==> src/verilog/wse_pkg.sv <==
// Package for the windowed exception sequencer
// Functional notes
// RQ1 - Underflow decrements window pointer exactly once
// RQ2 - Underflow uses exception number one
// RQ3 - Underflow needs enable set, threshold above one
// RQ4 - Only window open raises underflow
// RQ5 - Open below low limit raises nothing
// RQ6 - Close at high limit raises overflow immediately
// RQ7 - Overflow number two, pointer stays high limit
// RQ8 - Only window close at limit raises overflow
// RQ9 - Trap number from field, always taken
// RQ10 - Trap skips next, saves it as return
// RQ11 - Entry first copies status to saved status
// RQ12 - Entry opens window except for overflow
// RQ13 - Entry clears enable, loads threshold with number
// RQ14 - Return location is the preempted instruction
// RQ15 - Link register gets halved return address
// RQ16 - Handler address fetched from vector table
// RQ17 - Return restores whole status from saved copy
// RQ18 - Low window limit resets to one
// RQ19 - Last-window underflow handler runs at pointer zero
// RQ20 - Vector entry doubled before loading program counter
// RQ21 - Request taken if enabled and number below threshold
// RQ22 - Level request and number sampled every edge
// RQ23 - Instruction exception beats coincident external request
// RQ24 - Entry updates complete before handler fetch
package wse_pkg;
   localparam logic [11:0] STATUS_OFS = 12'h000;
   localparam logic [11:0] SAVED_OFS  = 12'h004;
   localparam logic [11:0] LIMITS_OFS = 12'h008;
   localparam logic [11:0] VEC_OFS    = 12'h100;
   // Status word fields
   localparam int WINDOW_LSB = 0;
   localparam int THRESH_LSB = 5;
   localparam int ENABLE_POS = 15;
   // Limits register fields
   localparam int LO_LSB = 0;
   localparam int HI_LSB = 8;
   localparam logic [4:0]  LO_RESET     = 5'h01;
   localparam logic [4:0]  HI_RESET     = 5'h1E;
   localparam logic [4:0]  WINDOW_RESET = 5'h1E;
   localparam logic [5:0]  THRESH_RESET = 6'h3F;
   localparam logic [5:0]  EXC_UNDER    = 6'h01;
   localparam logic [5:0]  EXC_OVER     = 6'h02;
   localparam logic [1:0]  RESP_OKAY    = 2'h0;
   localparam logic [1:0]  RESP_SLVERR  = 2'h2;

   typedef enum logic [2:0] {
      OP_NONE, OP_SAVE, OP_RESTORE, OP_TRAP, OP_EXCEPTION_RETURN, OP_CONTROL_WRITE
   } wse_op_t;

   typedef struct packed {
      logic        interrupt_enable_bit;
      logic [3:0]  spare;
      logic [5:0]  priority_threshold;
      logic [4:0]  current_window_pointer;
   } wse_status_t;

   typedef struct packed {
      logic        valid;
      wse_op_t     op;
      logic [5:0]  trap_number_field;
      logic [15:0] addr;
      logic [15:0] next_addr;
      wse_status_t wdata;
   } wse_instr_t;
endpackage : wse_pkg

==> src/verilog/wse_seq.sv <==
// Exception entry and return sequencer with AXI4-Lite register access
`timescale 1ns/1ps
module wse_seq
   import wse_pkg::*;
(
   input  wire logic        aclk,
   input  wire logic        aresetn,
   input  wire logic [11:0] s_axi_awaddr,
   input  wire logic [2:0]  s_axi_awprot,
   input  wire logic        s_axi_awvalid,
   output logic             s_axi_awready,
   input  wire logic [31:0] s_axi_wdata,
   input  wire logic [3:0]  s_axi_wstrb,
   input  wire logic        s_axi_wvalid,
   output logic             s_axi_wready,
   output logic [1:0]       s_axi_bresp,
   output logic             s_axi_bvalid,
   input  wire logic        s_axi_bready,
   input  wire logic [11:0] s_axi_araddr,
   input  wire logic [2:0]  s_axi_arprot,
   input  wire logic        s_axi_arvalid,
   output logic             s_axi_arready,
   output logic [31:0]      s_axi_rdata,
   output logic [1:0]       s_axi_rresp,
   output logic             s_axi_rvalid,
   input  wire logic        s_axi_rready,
   input  wire wse_instr_t  instr,
   input  wire logic        irq,
   input  wire logic [5:0]  irq_number,
   output logic             busy,
   output logic             exc_taken,
   output logic [5:0]       exc_number,
   output logic             link_we,
   output logic [4:0]       link_window,
   output logic [15:0]      link_register,
   output logic             pc_load,
   output logic [15:0]      handler_pc,
   output wse_status_t      status_word
);

   typedef enum logic {ST_IDLE, ST_VEC} wse_state_t;

   function automatic logic is_vec(input logic [11:0] a);
      return a[11:8] == VEC_OFS[11:8] && a[1:0] == 2'h0 && a[7:2] <= 6'h3F;
   endfunction : is_vec

   logic [15:0] vec_mem [64];

   wse_state_t  state_q, state_d;
   wse_status_t status_q, status_d;
   wse_status_t saved_q, saved_d;
   logic [4:0]  lo_q, lo_d, hi_q, hi_d;
   logic        busy_q, busy_d;
   logic        exc_q, exc_d;
   logic [5:0]  num_q, num_d;
   logic        lwe_q, lwe_d;
   logic [4:0]  lwin_q, lwin_d;
   logic [15:0] link_q, link_d;
   logic        pcl_q, pcl_d;
   logic [15:0] hpc_q, hpc_d;
   logic        irq_q, irq_d;
   logic [5:0]  irqn_q, irqn_d;

   logic        aw_h_q, aw_h_d, w_h_q, w_h_d;
   logic [11:0] aw_a_q, aw_a_d;
   logic [31:0] w_d_q, w_d_d;
   logic [3:0]  w_s_q, w_s_d;
   logic        awr_q, awr_d, wr_q, wr_d;
   logic        bv_q, bv_d, arr_q, arr_d, rv_q, rv_d;
   logic [1:0]  br_q, br_d, rr_q, rr_d;
   logic [31:0] rd_q, rd_d;
   logic        vec_we;

   logic        under, over, trap, take_irq, take;
   logic [5:0]  take_num;
   logic [15:0] ret_addr;

   // Request level and number are registered on every edge
   assign irq_d  = irq; // RQ22
   assign irqn_d = irq_number; // RQ22

   // Instruction exceptions, decided from the presented instruction
   always_comb begin
      under = 1'b0;
      over  = 1'b0;
      trap  = 1'b0;
      if (instr.valid && !busy_q) begin
         // Only an open at exactly the low limit, never below it
         under = instr.op == OP_SAVE
                 && status_q.current_window_pointer == lo_q // RQ4 RQ5
                 && status_q.interrupt_enable_bit // RQ3
                 && status_q.priority_threshold > EXC_UNDER; // RQ3
         over  = instr.op == OP_RESTORE
                 && status_q.current_window_pointer == hi_q; // RQ6 RQ8
         trap  = instr.op == OP_TRAP; // RQ9
      end
   end

   // External request loses to any instruction exception and stays pending
   assign take_irq = !busy_q && !(under || over || trap) // RQ23
                     && irq_q && status_q.interrupt_enable_bit // RQ21
                     && irqn_q < status_q.priority_threshold; // RQ21
   assign take = under || over || trap || take_irq;

   always_comb begin
      if (under)
         take_num = EXC_UNDER; // RQ2
      else if (over)
         take_num = EXC_OVER; // RQ7
      else if (trap)
         take_num = instr.trap_number_field; // RQ9
      else
         take_num = irqn_q;
   end

   // Interrupt preempts the presented instruction; others resume after it
   assign ret_addr = take_irq ? instr.addr : instr.next_addr; // RQ14 RQ10

   always_comb begin
      state_d  = state_q;
      status_d = status_q;
      saved_d  = saved_q;
      busy_d   = busy_q;
      exc_d    = 1'b0;
      num_d    = num_q;
      lwe_d    = 1'b0;
      lwin_d   = lwin_q;
      link_d   = link_q;
      pcl_d    = 1'b0;
      hpc_d    = hpc_q;
      case (state_q)
         ST_IDLE: begin
            if (take) begin
               // All entry updates land on one edge, before any fetch
               saved_d = status_q; // RQ11 RQ24
               // Overflow keeps the pointer: the close and the entry cancel out
               if (over)
                  status_d.current_window_pointer = status_q.current_window_pointer; // RQ7
               else
                  status_d.current_window_pointer =
                     status_q.current_window_pointer - 5'h01; // RQ1 RQ12 RQ19
               status_d.interrupt_enable_bit = 1'b0; // RQ13
               status_d.priority_threshold   = take_num; // RQ13
               lwin_d  = status_d.current_window_pointer; // RQ15
               link_d  = {1'b0, ret_addr[15:1]}; // RQ15
               lwe_d   = 1'b1;
               exc_d   = 1'b1;
               num_d   = take_num;
               busy_d  = 1'b1;
               state_d = ST_VEC;
            end else if (instr.valid && !busy_q) begin
               case (instr.op)
                  OP_SAVE: begin
                     status_d.current_window_pointer = status_q.current_window_pointer - 5'h01;
                  end
                  OP_RESTORE: begin
                     status_d.current_window_pointer = status_q.current_window_pointer + 5'h01;
                  end
                  OP_EXCEPTION_RETURN: status_d = saved_q; // RQ17
                  // Direct write never raises an exception
                  OP_CONTROL_WRITE:    status_d = instr.wdata; // RQ4 RQ8
                  default:    status_d = status_q;
               endcase
            end
         end
         ST_VEC: begin
            hpc_d   = {vec_mem[num_q][14:0], 1'b0}; // RQ16 RQ20
            pcl_d   = 1'b1;
            busy_d  = 1'b0;
            state_d = ST_IDLE;
         end
         default: state_d = ST_IDLE;
      endcase
   end

   // AXI4-Lite write: address and data latched in either order
   always_comb begin
      aw_h_d = aw_h_q;
      aw_a_d = aw_a_q;
      w_h_d  = w_h_q;
      w_d_d  = w_d_q;
      w_s_d  = w_s_q;
      bv_d   = bv_q;
      br_d   = br_q;
      lo_d   = lo_q;
      hi_d   = hi_q;
      vec_we = 1'b0;
      if (s_axi_awvalid && awr_q) begin
         aw_h_d = 1'b1;
         aw_a_d = s_axi_awaddr;
      end
      if (s_axi_wvalid && wr_q) begin
         w_h_d = 1'b1;
         w_d_d = s_axi_wdata;
         w_s_d = s_axi_wstrb;
      end
      if (bv_q && s_axi_bready)
         bv_d = 1'b0;
      if (aw_h_q && w_h_q && !bv_q) begin
         aw_h_d = 1'b0;
         w_h_d  = 1'b0;
         bv_d   = 1'b1;
         br_d   = RESP_OKAY;
         if (aw_a_q == LIMITS_OFS) begin
            if (w_s_q[0])
               lo_d = w_d_q[LO_LSB +: 5];
            if (w_s_q[1])
               hi_d = w_d_q[HI_LSB +: 5];
         end else if (is_vec(aw_a_q)) begin
            vec_we = 1'b1;
         end else if (aw_a_q != STATUS_OFS && aw_a_q != SAVED_OFS) begin
            br_d = RESP_SLVERR;
         end
      end
      awr_d = !aw_h_d && !bv_d;
      wr_d  = !w_h_d && !bv_d;
   end

   // AXI4-Lite read: one outstanding, answered on the same edge that accepts the address
   always_comb begin
      rv_d = rv_q;
      rd_d = rd_q;
      rr_d = rr_q;
      if (rv_q && s_axi_rready)
         rv_d = 1'b0;
      if (s_axi_arvalid && arr_q) begin
         rv_d = 1'b1;
         rr_d = RESP_OKAY;
         rd_d = 32'h0000_0000;
         if (s_axi_araddr == STATUS_OFS)
            rd_d[15:0] = status_q;
         else if (s_axi_araddr == SAVED_OFS)
            rd_d[15:0] = saved_q;
         else if (s_axi_araddr == LIMITS_OFS) begin
            rd_d[LO_LSB +: 5] = lo_q;
            rd_d[HI_LSB +: 5] = hi_q;
         end else if (is_vec(s_axi_araddr))
            rd_d[15:0] = vec_mem[s_axi_araddr[7:2]];
         else
            rr_d = RESP_SLVERR;
      end
      arr_d = !rv_d;
   end

   // Vector table is plain storage and keeps its contents over reset
   always_ff @(posedge aclk) begin
      if (vec_we) begin
         if (w_s_q[0])
            vec_mem[aw_a_q[7:2]][7:0] <= w_d_q[7:0];
         if (w_s_q[1])
            vec_mem[aw_a_q[7:2]][15:8] <= w_d_q[15:8];
      end
   end

   always_ff @(posedge aclk) begin
      if (!aresetn) begin
         state_q  <= ST_IDLE;
         status_q <= '{interrupt_enable_bit: 1'b0,
                       spare: 4'h0,
                       priority_threshold: THRESH_RESET,
                       current_window_pointer: WINDOW_RESET};
         saved_q  <= '0;
         lo_q     <= LO_RESET; // RQ18
         hi_q     <= HI_RESET;
         busy_q   <= 1'b0;
         exc_q    <= 1'b0;
         num_q    <= 6'h00;
         lwe_q    <= 1'b0;
         lwin_q   <= 5'h00;
         link_q   <= 16'h0000;
         pcl_q    <= 1'b0;
         hpc_q    <= 16'h0000;
         irq_q    <= 1'b0;
         irqn_q   <= 6'h00;
         aw_h_q   <= 1'b0;
         aw_a_q   <= 12'h000;
         w_h_q    <= 1'b0;
         w_d_q    <= 32'h0000_0000;
         w_s_q    <= 4'h0;
         awr_q    <= 1'b0;
         wr_q     <= 1'b0;
         bv_q     <= 1'b0;
         br_q     <= RESP_OKAY;
         arr_q    <= 1'b0;
         rv_q     <= 1'b0;
         rr_q     <= RESP_OKAY;
         rd_q     <= 32'h0000_0000;
      end else begin
         state_q  <= state_d;
         status_q <= status_d;
         saved_q  <= saved_d;
         lo_q     <= lo_d;
         hi_q     <= hi_d;
         busy_q   <= busy_d;
         exc_q    <= exc_d;
         num_q    <= num_d;
         lwe_q    <= lwe_d;
         lwin_q   <= lwin_d;
         link_q   <= link_d;
         pcl_q    <= pcl_d;
         hpc_q    <= hpc_d;
         irq_q    <= irq_d;
         irqn_q   <= irqn_d;
         aw_h_q   <= aw_h_d;
         aw_a_q   <= aw_a_d;
         w_h_q    <= w_h_d;
         w_d_q    <= w_d_d;
         w_s_q    <= w_s_d;
         awr_q    <= awr_d;
         wr_q     <= wr_d;
         bv_q     <= bv_d;
         br_q     <= br_d;
         arr_q    <= arr_d;
         rv_q     <= rv_d;
         rr_q     <= rr_d;
         rd_q     <= rd_d;
      end
   end

   assign s_axi_awready = awr_q;
   assign s_axi_wready  = wr_q;
   assign s_axi_bvalid  = bv_q;
   assign s_axi_bresp   = br_q;
   assign s_axi_arready = arr_q;
   assign s_axi_rvalid  = rv_q;
   assign s_axi_rresp   = rr_q;
   assign s_axi_rdata   = rd_q;
   assign busy          = busy_q;
   assign exc_taken     = exc_q;
   assign exc_number    = num_q;
   assign link_we       = lwe_q;
   assign link_window   = lwin_q;
   assign link_register = link_q;
   assign pc_load       = pcl_q;
   assign handler_pc    = hpc_q;
   assign status_word   = status_q;
endmodule : wse_seq
==> config.mk <==
export PLATFORM = sky130hd
export DESIGN_NAME = wse_seq
export DESIGN_NICKNAME = d
export VERILOG_FILES = /design/src/verilog/wse_pkg.sv /design/src/verilog/wse_seq.sv
export SDC_FILE = /design/constraint.sdc
export NUM_CORES = 2
export LEC_CHECK = 0
export BUFFER_PORTS_ARGS = -buffer_cell sky130_fd_sc_hd__buf_4
export CAP_MARGIN = 20
export CORE_MARGIN = 3
export CORE_UTILIZATION = 60
export CTS_CLUSTER_DIAMETER = 100
export CTS_CLUSTER_SIZE = 24
export DETAILED_ROUTE_END_ITERATION = 10
export MAX_ROUTING_LAYER = met4
export PLACE_DENSITY = 0.78
export SLEW_MARGIN = 5
export SYNTH_ARGS = -nofsm -noshare
export SYNTH_HDL_FRONTEND = slang
export SYNTH_SLANG_ARGS = --single-unit
==> constraint.sdc <==
create_clock -name aclk -period 2.8 [get_ports aclk]
set_input_delay 0.28 -clock aclk [delete_from_list [all_inputs] [get_ports aclk]]
set_output_delay 0.28 -clock aclk [all_outputs]
set_load 0.01 [all_outputs]
* Word-level counts from Yosys, hierarchy flattened
Memories as Yosys holds them, arrays and structs flattened. A register that Yosys moved wholly into a read port is not among the register bits.
Index checks and enable logic that the tools add are counted.
** Operators by class
- $lt $le $gt $ge :: 4
- Bitwise gates (word level) :: 3
- Eq/ne operators :: 14
- Multiplexer cells :: 49
- Add/subtract/negate cells :: 2
- Reduce and logical (&&, ||, !) cells :: 49
** Operator list (count)
- $mux W16 :: 5
- $eq A12 B4 Y1 const B :: 2
- $mux W1 :: 24
- $logic_and A1 B1 Y1 :: 23
- $pmux W11 S2 :: 1
- $pmux W5 S4 :: 1
- $mux W6 :: 3
- $mux W5 :: 3
- $mux W2 :: 7
- $eq A12 B3 Y1 const B :: 1
- $le A6 B6 Y1 const B :: 2
- $logic_not A12 Y1 :: 1
- $ne A12 B3 Y1 const B :: 1
- $reduce_and A3 Y1 :: 4
- $reduce_bool A12 Y1 :: 1
- $mux W11 :: 1
- $eq A5 B5 Y1 :: 2
- $eq A4 B1 Y1 const B :: 2
- $logic_not A1 Y1 :: 8
- $eq A3 B2 Y1 const B :: 2
- $eq A3 B3 Y1 const B :: 2
- $gt A6 B1 Y1 const B :: 1
- $lt A6 B6 Y1 :: 1
- $mux W3 :: 2
- 14 further kinds :: 21
** Storage, ports and cells
- Memories kept :: 1
- RAM bits :: 1024
- Output and inout bits :: 104
- Register bits :: 136
- Word-level logic and storage cells :: 154
- Input port bits :: 138
** Memory list
- vec_mem :: depth 64, bits a word 16, rd ports 2, clocked after memory_dff 1, wr ports 1, RTL line wse_seq.sv:47 : logic [15:0] vec_mem [64];

* Depth between registers and ports, before layout
- Depth in word-level cells :: 15
- Depth in mapped cells :: 12
- Depth with buffers taken out :: 9

* Least setup slack after synthesis
Ideal clock, no wire load.
- Kind :: register to register
- From :: register aw_a_q[0]
- To :: memory vec_mem[56][10] (enable)
- Setup time :: 371 ps
- Stages on the path, launching flop included :: 8
- Arrival time :: 2176 ps
- Required time :: 2429 ps
- Clock period less this slack :: 2547 ps
- Path buffers :: 1
- Setup slack :: 253 ps
- Path through :: dfxtp_1 > or4_1 > nor3_1 > and3_1 > inv_1 > or2_2 > clkbuf_1 > nor2_1
** On the way
- Cells in the longest elaborated chain, start to end :: 8
- Elaborated cells on any way between the ends :: 9
- Those cells by class :: eq/ne: 1; mux: 5; reduce/logical: 3
** Ends and longest elaborated chain
- start: declaration :: RTL line wse_seq.sv:65 : logic [11:0] aw_a_q, aw_a_d;
- start signal: assignment :: RTL line wse_seq.sv:305 : aw_a_q <= aw_a_d;
- $logic_not A2 Y1 :: RTL line wse_seq.sv:44 : return a[11:8] == VEC_OFS[11:8] && a[1:0] == 2'h0 && a[7:2] <= 6'h3F;
- $logic_and A1 B1 Y1 (2 in a row) :: RTL line wse_seq.sv:44
- $mux W1 :: RTL line wse_seq.sv:209 : end else if (is_vec(aw_a_q)) begin
- $mux W1 (*) :: RTL line wse_seq.sv:204 : if (aw_a_q == LIMITS_OFS) begin
- $mux W1 (*) :: RTL line wse_seq.sv:199 : if (aw_h_q && w_h_q && !bv_q) begin
- $mux W1 (*) :: RTL line wse_seq.sv:247 : if (vec_we) begin
- $mux W1 (implied by the code) (*) :: RTL line wse_seq.sv:251 : vec_mem[aw_a_q[7:2]][15:8] <= w_d_q[15:8];
- end: declaration :: RTL line wse_seq.sv:47
Mark *: on every way between the ends. The rest lies on a longest branch, timed or not.

==> run summary <==
A synthesized cell averages 16.7 µm². The largest individual stage delay along the critical path comes from the cell sky130_fd_sc_hd__mux4_2. The wire length of the first global-routing pass came out at 242000 µm. Leaving out fill and tap cells, the most frequent cell in the layout is sky130_fd_sc_hd__edfxtp_1. Wire segments on met2 add up to 76000 µm in the final route. The filler cell count in the final layout is 5426. The clock insertion delay at the later pin of the skew report is between 0.6 and 0.7 ns. Counting along the longest clock path gives a buffer depth of 3. The clock share of power came out at 29.0%.

Leaving out fill and tap cells, the most frequent cells in the layout are 1024 x sky130_fd_sc_hd__edfxtp_1, 543 x sky130_fd_sc_hd__buf_4, 512 x sky130_fd_sc_hd__mux4_2. Including well taps, the total number of placed cells is 4736. The y dimension of the die came out at 306 µm. The classification of the worst setup path is register to register. In the final layout, the share of cells above drive strength 1 is between 30% and 40%. Final hold analysis gives a worst-case slack of 0.0201 ns.

The standard cell core area is 88800 µm². The maximum fanout along the worst path is 11. The max-cap violation count is 0. The worst setup timing slack at the placement stage came out at -0.0865 ns. Global routing used roughly 37% of the available tracks.

The deepest level of the CTS H-tree came out at 2. Combinational logic burns 9.9% of the power. The maximum number of pins on one net before global-route repair came out at 96.

The detailed router put a total of between 50000 and 60000 µm of wire on met1. The count of cells along the worst register-to-register path came out at 9. The area used by sequential logic in the layout came out at 33700 µm².

The critical path goes through buf_12, buf_12, mux4_2, a22oi_1, nand2_1, a22oi_1, nand2_1, mux2i_1, nor2_1. The portion of total power attributed to sequential cells is about three fifths. The final setup slack of the worst path came out at -0.0369 ns. The run finished, with violations left. The routed design could run at a clock period as short as approximately 2.8 ns. In the synthesized netlist the async set-or-reset flop fraction comes to 0%. TritonCTS created 55 clock buffers. The final reports fail on negative setup slack. The die extent in x came out at 306 µm. The internal power is roughly 24 mW. The share of the cycle needed by the critical path after routing came out at 101%. The number of global-route vias before repair is 35250. The aggregate negative setup slack came out at -0.0369 ns.

The utilization after layout is 69.4%. Detailed placement finished with a half-perimeter wire length of between 100000 and 150000 µm. Synthesis handed over a netlist of 3239 instances. The initial utilization of the core area, before any placement, comes to 60.8%. The remaining global-route overflow came out at 0.

The number of optimization iterations in the first detailed-route pass is 7. The startpoint identified for the worst hold timing path is instr[15]. The worst hold path terminates at status_word[15]. The detailed-route via count is ~36000. Among all flip-flop cells after synthesis, the most frequent one is sky130_fd_sc_hd__edfxtp_1. The final number of max-transition violations was 0. The number of cells traversed by the worst hold path came out at 4. After detailed routing, the number of remaining DRC violations is 0.

The final RePlAce weighted congestion is between 0.9 and 1. The register area share after synthesis is roughly 62%. The clock input transition at the sequential cells of the worst setup and hold paths is around 0.11 ns. The worst setup skew after layout is 0.0319 ns.

The tightest min-delay check is of the input pin to register type. The I/O pin count came out at 242. The initial antenna violation count came out at 5. In the final routed layout, each cell accounts on average for 34.1 µm. The final layout contains routed wiring with a total length of 167000 µm. For the pin with the worst max-slew slack, the measured transition is 0.981 ns. STA classifies the critical path endpoint as a register. The area of the multi-input gates came out at 19100 µm². The die covers 93600 µm². The area growth from synthesis to final layout came out at 14.2%.

The highest routing layer actually used is met4. The data arrival time of the worst path is about 3.4 ns. The power per cell area is between 500 and 600 nW/µm². Yosys printed 0 warnings. Setup violations remaining at the end of the flow were counted as 1. The switching portion of total power came out at 23.3%. The cell sitting at the root of the clock tree is a sky130_fd_sc_hd__clkbuf_16.

The row count came out at 109. The reg-to-reg critical path endpoint is handler_pc[9]. The number of flops mapped to enable cells by yosys is 1024. The remaining antenna violation count came out at 0. Setup repair after global routing could not meet its margin everywhere. The number of unique standard cell types used by synthesis is 77. The worst setup path is launched from a register. The netlist area before placement is about 54000 µm².

In this design, the stage delay of the slowest critical-path cell is 0.53 ns. The TritonCTS clock tree is done. The number of buffer cells added on primary ports is 195. The number of nets in the layout is 3849. The top achievable clock speed is 353 MHz.

The worst-case IR drop observed on VDD is 0.000466 V. The met3 wirelength from detailed routing is between 20000 and 25000 µm. The count of routing violations after the opening detailed-route iteration came out at 6111.

The reported net switching power is 7.32 mW. The reg2reg setup slack came out at -0.04 ns. Counting flops and latches in the post-synthesis netlist gives between 1000 and 1500. The required time at the endpoint of the critical path is roughly 3.4 ns. The startpoint identified for the worst register-to-register timing path is exc_number[0]. After detailed routing, the number of vias per cell comes to 7.29. The count of clock tree sinks came out at 1172. The max-slew headroom at the worst pin is 34.6%. For this design the static power due to leakage is approximately 22 nW. The final number of hold-violating endpoints is 0. The final non-filler cell total is 4900.
[power groups by stage]
| stage | Clock, mW | Sequential [mW] | Combinational (mW) |
|---|---|---|---|
| 2_1_floorplan | 0 | 19.6 | 1.65 |
| 3_3_place_gp | 0 | 19.6 | 2.84 |
| 3_5_place_dp | 0 | 19.6 | 2.89 |
| 4_1_cts | 9.12 | 19.2 | 2.99 |
| 5_1_grt | 9.75 | 19.2 | 3.24 |
| 6_report | 9.11 | 19.2 | 3.11 |
[stage by stage]
stage	instance area (µm²)	power (mW)
final	61600	31.4
after global routing	61600	32.2
after CTS	61400	31.3
after detailed placement	59200	22.5
after global placement	59200	22.4
after floorplan	54000	21.2
[how the worst max path moves through the flow]
stage,from,endpoint,slack [ns],cells after the start
floorplan,aw_a_q[0],vec_mem[56][10],0.25,7
global placement,s_axi_araddr[2],s_axi_rdata[4],-0.06,8
detailed placement,s_axi_araddr[2],s_axi_rdata[0],-0.09,9
CTS,aw_a_q[0],vec_mem[53][0],0.002,8
global route,exc_number[0],handler_pc[12],-0.03,9
finish,exc_number[0],handler_pc[9],-0.04,9
[cells by family (layout without fill, tap and decap cells)]
kind of cell / Yosys count / after routing / share of synthesized area [%]
adders and majority gates: 7 / 7 / 0.162
AOI/OAI and AO/OA: 430 / 430 / 5.32
and+or+nand+nor: 692 / 692 / 5.68
buffers and inverters: 291 / 761 / 2.53
xor gates and xnor gates: 18 / 18 / 0.292
other: 1 / 27 / 0.00695
muxes: 628 / 628 / 23.5
DFF: 1172 / 1172 / 62.5
[state kept, by name, summed over array words and instances (netlist names), 2 cells and up]
register	count
vec_mem	1024
s_axi_rdata	16
saved_q	16
status_word	16
w_d_q	16
handler_pc	15
link_register	15
aw_a_q	12
exc_number	6
irqn_q	6
hi_q	5
link_window	5
lo_q	5
w_s_q	2
[Yosys cell counts (4+ instances only)]
cell                           n  share of area [%]
sky130_fd_sc_hd__mux4_2      512                 21
sky130_fd_sc_hd__and2_1       12               0.14
sky130_fd_sc_hd__ha_1          7               0.16
sky130_fd_sc_hd__a32oi_1       5              0.081
sky130_fd_sc_hd__o21ai_0      61               0.57
sky130_fd_sc_hd__nand2b_1      7              0.081
sky130_fd_sc_hd__nand2_1     316                2.2
sky130_fd_sc_hd__or2_2        10               0.12
sky130_fd_sc_hd__a31oi_1       9               0.10
sky130_fd_sc_hd__mux2_2       11               0.23
sky130_fd_sc_hd__nand3_1      54               0.50
sky130_fd_sc_hd__or3_1         7              0.081
sky130_fd_sc_hd__o21a_1        6              0.083
sky130_fd_sc_hd__nand3b_1      9               0.13
sky130_fd_sc_hd__buf_4        49               0.68
sky130_fd_sc_hd__xor2_1        4              0.065
sky130_fd_sc_hd__and3_1       15               0.17
sky130_fd_sc_hd__nor3_1       25               0.23
sky130_fd_sc_hd__nor2b_1      17               0.20
sky130_fd_sc_hd__a221o_1       4              0.074
sky130_fd_sc_hd__buf_2        48               0.45
sky130_fd_sc_hd__a211oi_1     22               0.31
sky130_fd_sc_hd__o31ai_1       6              0.083
sky130_fd_sc_hd__buf_1        27               0.19
sky130_fd_sc_hd__a221oi_1      5              0.081
sky130_fd_sc_hd__a22oi_1     154                2.1
sky130_fd_sc_hd__mux2i_1     105                1.9
sky130_fd_sc_hd__clkbuf_1    143               0.99
sky130_fd_sc_hd__nor2_1      187                1.3
sky130_fd_sc_hd__inv_1        19               0.13
sky130_fd_sc_hd__dfxtp_1     148                5.5
sky130_fd_sc_hd__o22ai_1       7              0.081
sky130_fd_sc_hd__o2111ai_1     4              0.065
sky130_fd_sc_hd__a32o_1        5              0.093
sky130_fd_sc_hd__a21oi_1     107               0.99
sky130_fd_sc_hd__o211ai_1      7              0.097
sky130_fd_sc_hd__nand4_1       8              0.093
sky130_fd_sc_hd__buf_6         4              0.083
sky130_fd_sc_hd__a2111oi_0     4              0.065
sky130_fd_sc_hd__edfxtp_1   1024                 57
sky130_fd_sc_hd__xnor2_1      14               0.23
[metal layers]
metal	up-vias	GRT usage, %
met5	-	-
met4	0	14.2
met3	507	10.6
met2	3064	54.5
met1	18131	48.9
li1	14008	-
[worst max-delay path: cells and delay by family (launching register included)]
family	cells	cell delay (ns)
AND/OR/NAND/NOR	3	0.50
flip-flops	1	0.49
AO/OA/AOI/OAI	2	0.63
buffers and inverters	2	0.35
multiplexers	2	0.70
[cell type report]
cell class              count  area share [%]
clock inverters             5          0.0954
inverters                  20           0.128
repair buffers            660            9.27
flip-flops and latches   1172            54.7
multi-input cells        1795            31.0
well taps                1165            2.36
diodes                      7          0.0284
clock buffers              76            2.40
[timing repair]
item | CTS | global route
hold endpoints to repair | 63 | 0
buffers inserted | 0 | 1
resized for setup | 6 | 32
pin swaps | 0 | 0
gates cloned | 0 | 1
hold buffers | 73 | 0
setup endpoints to repair | 236 | 607
Power figures use the tool's default switching activity.
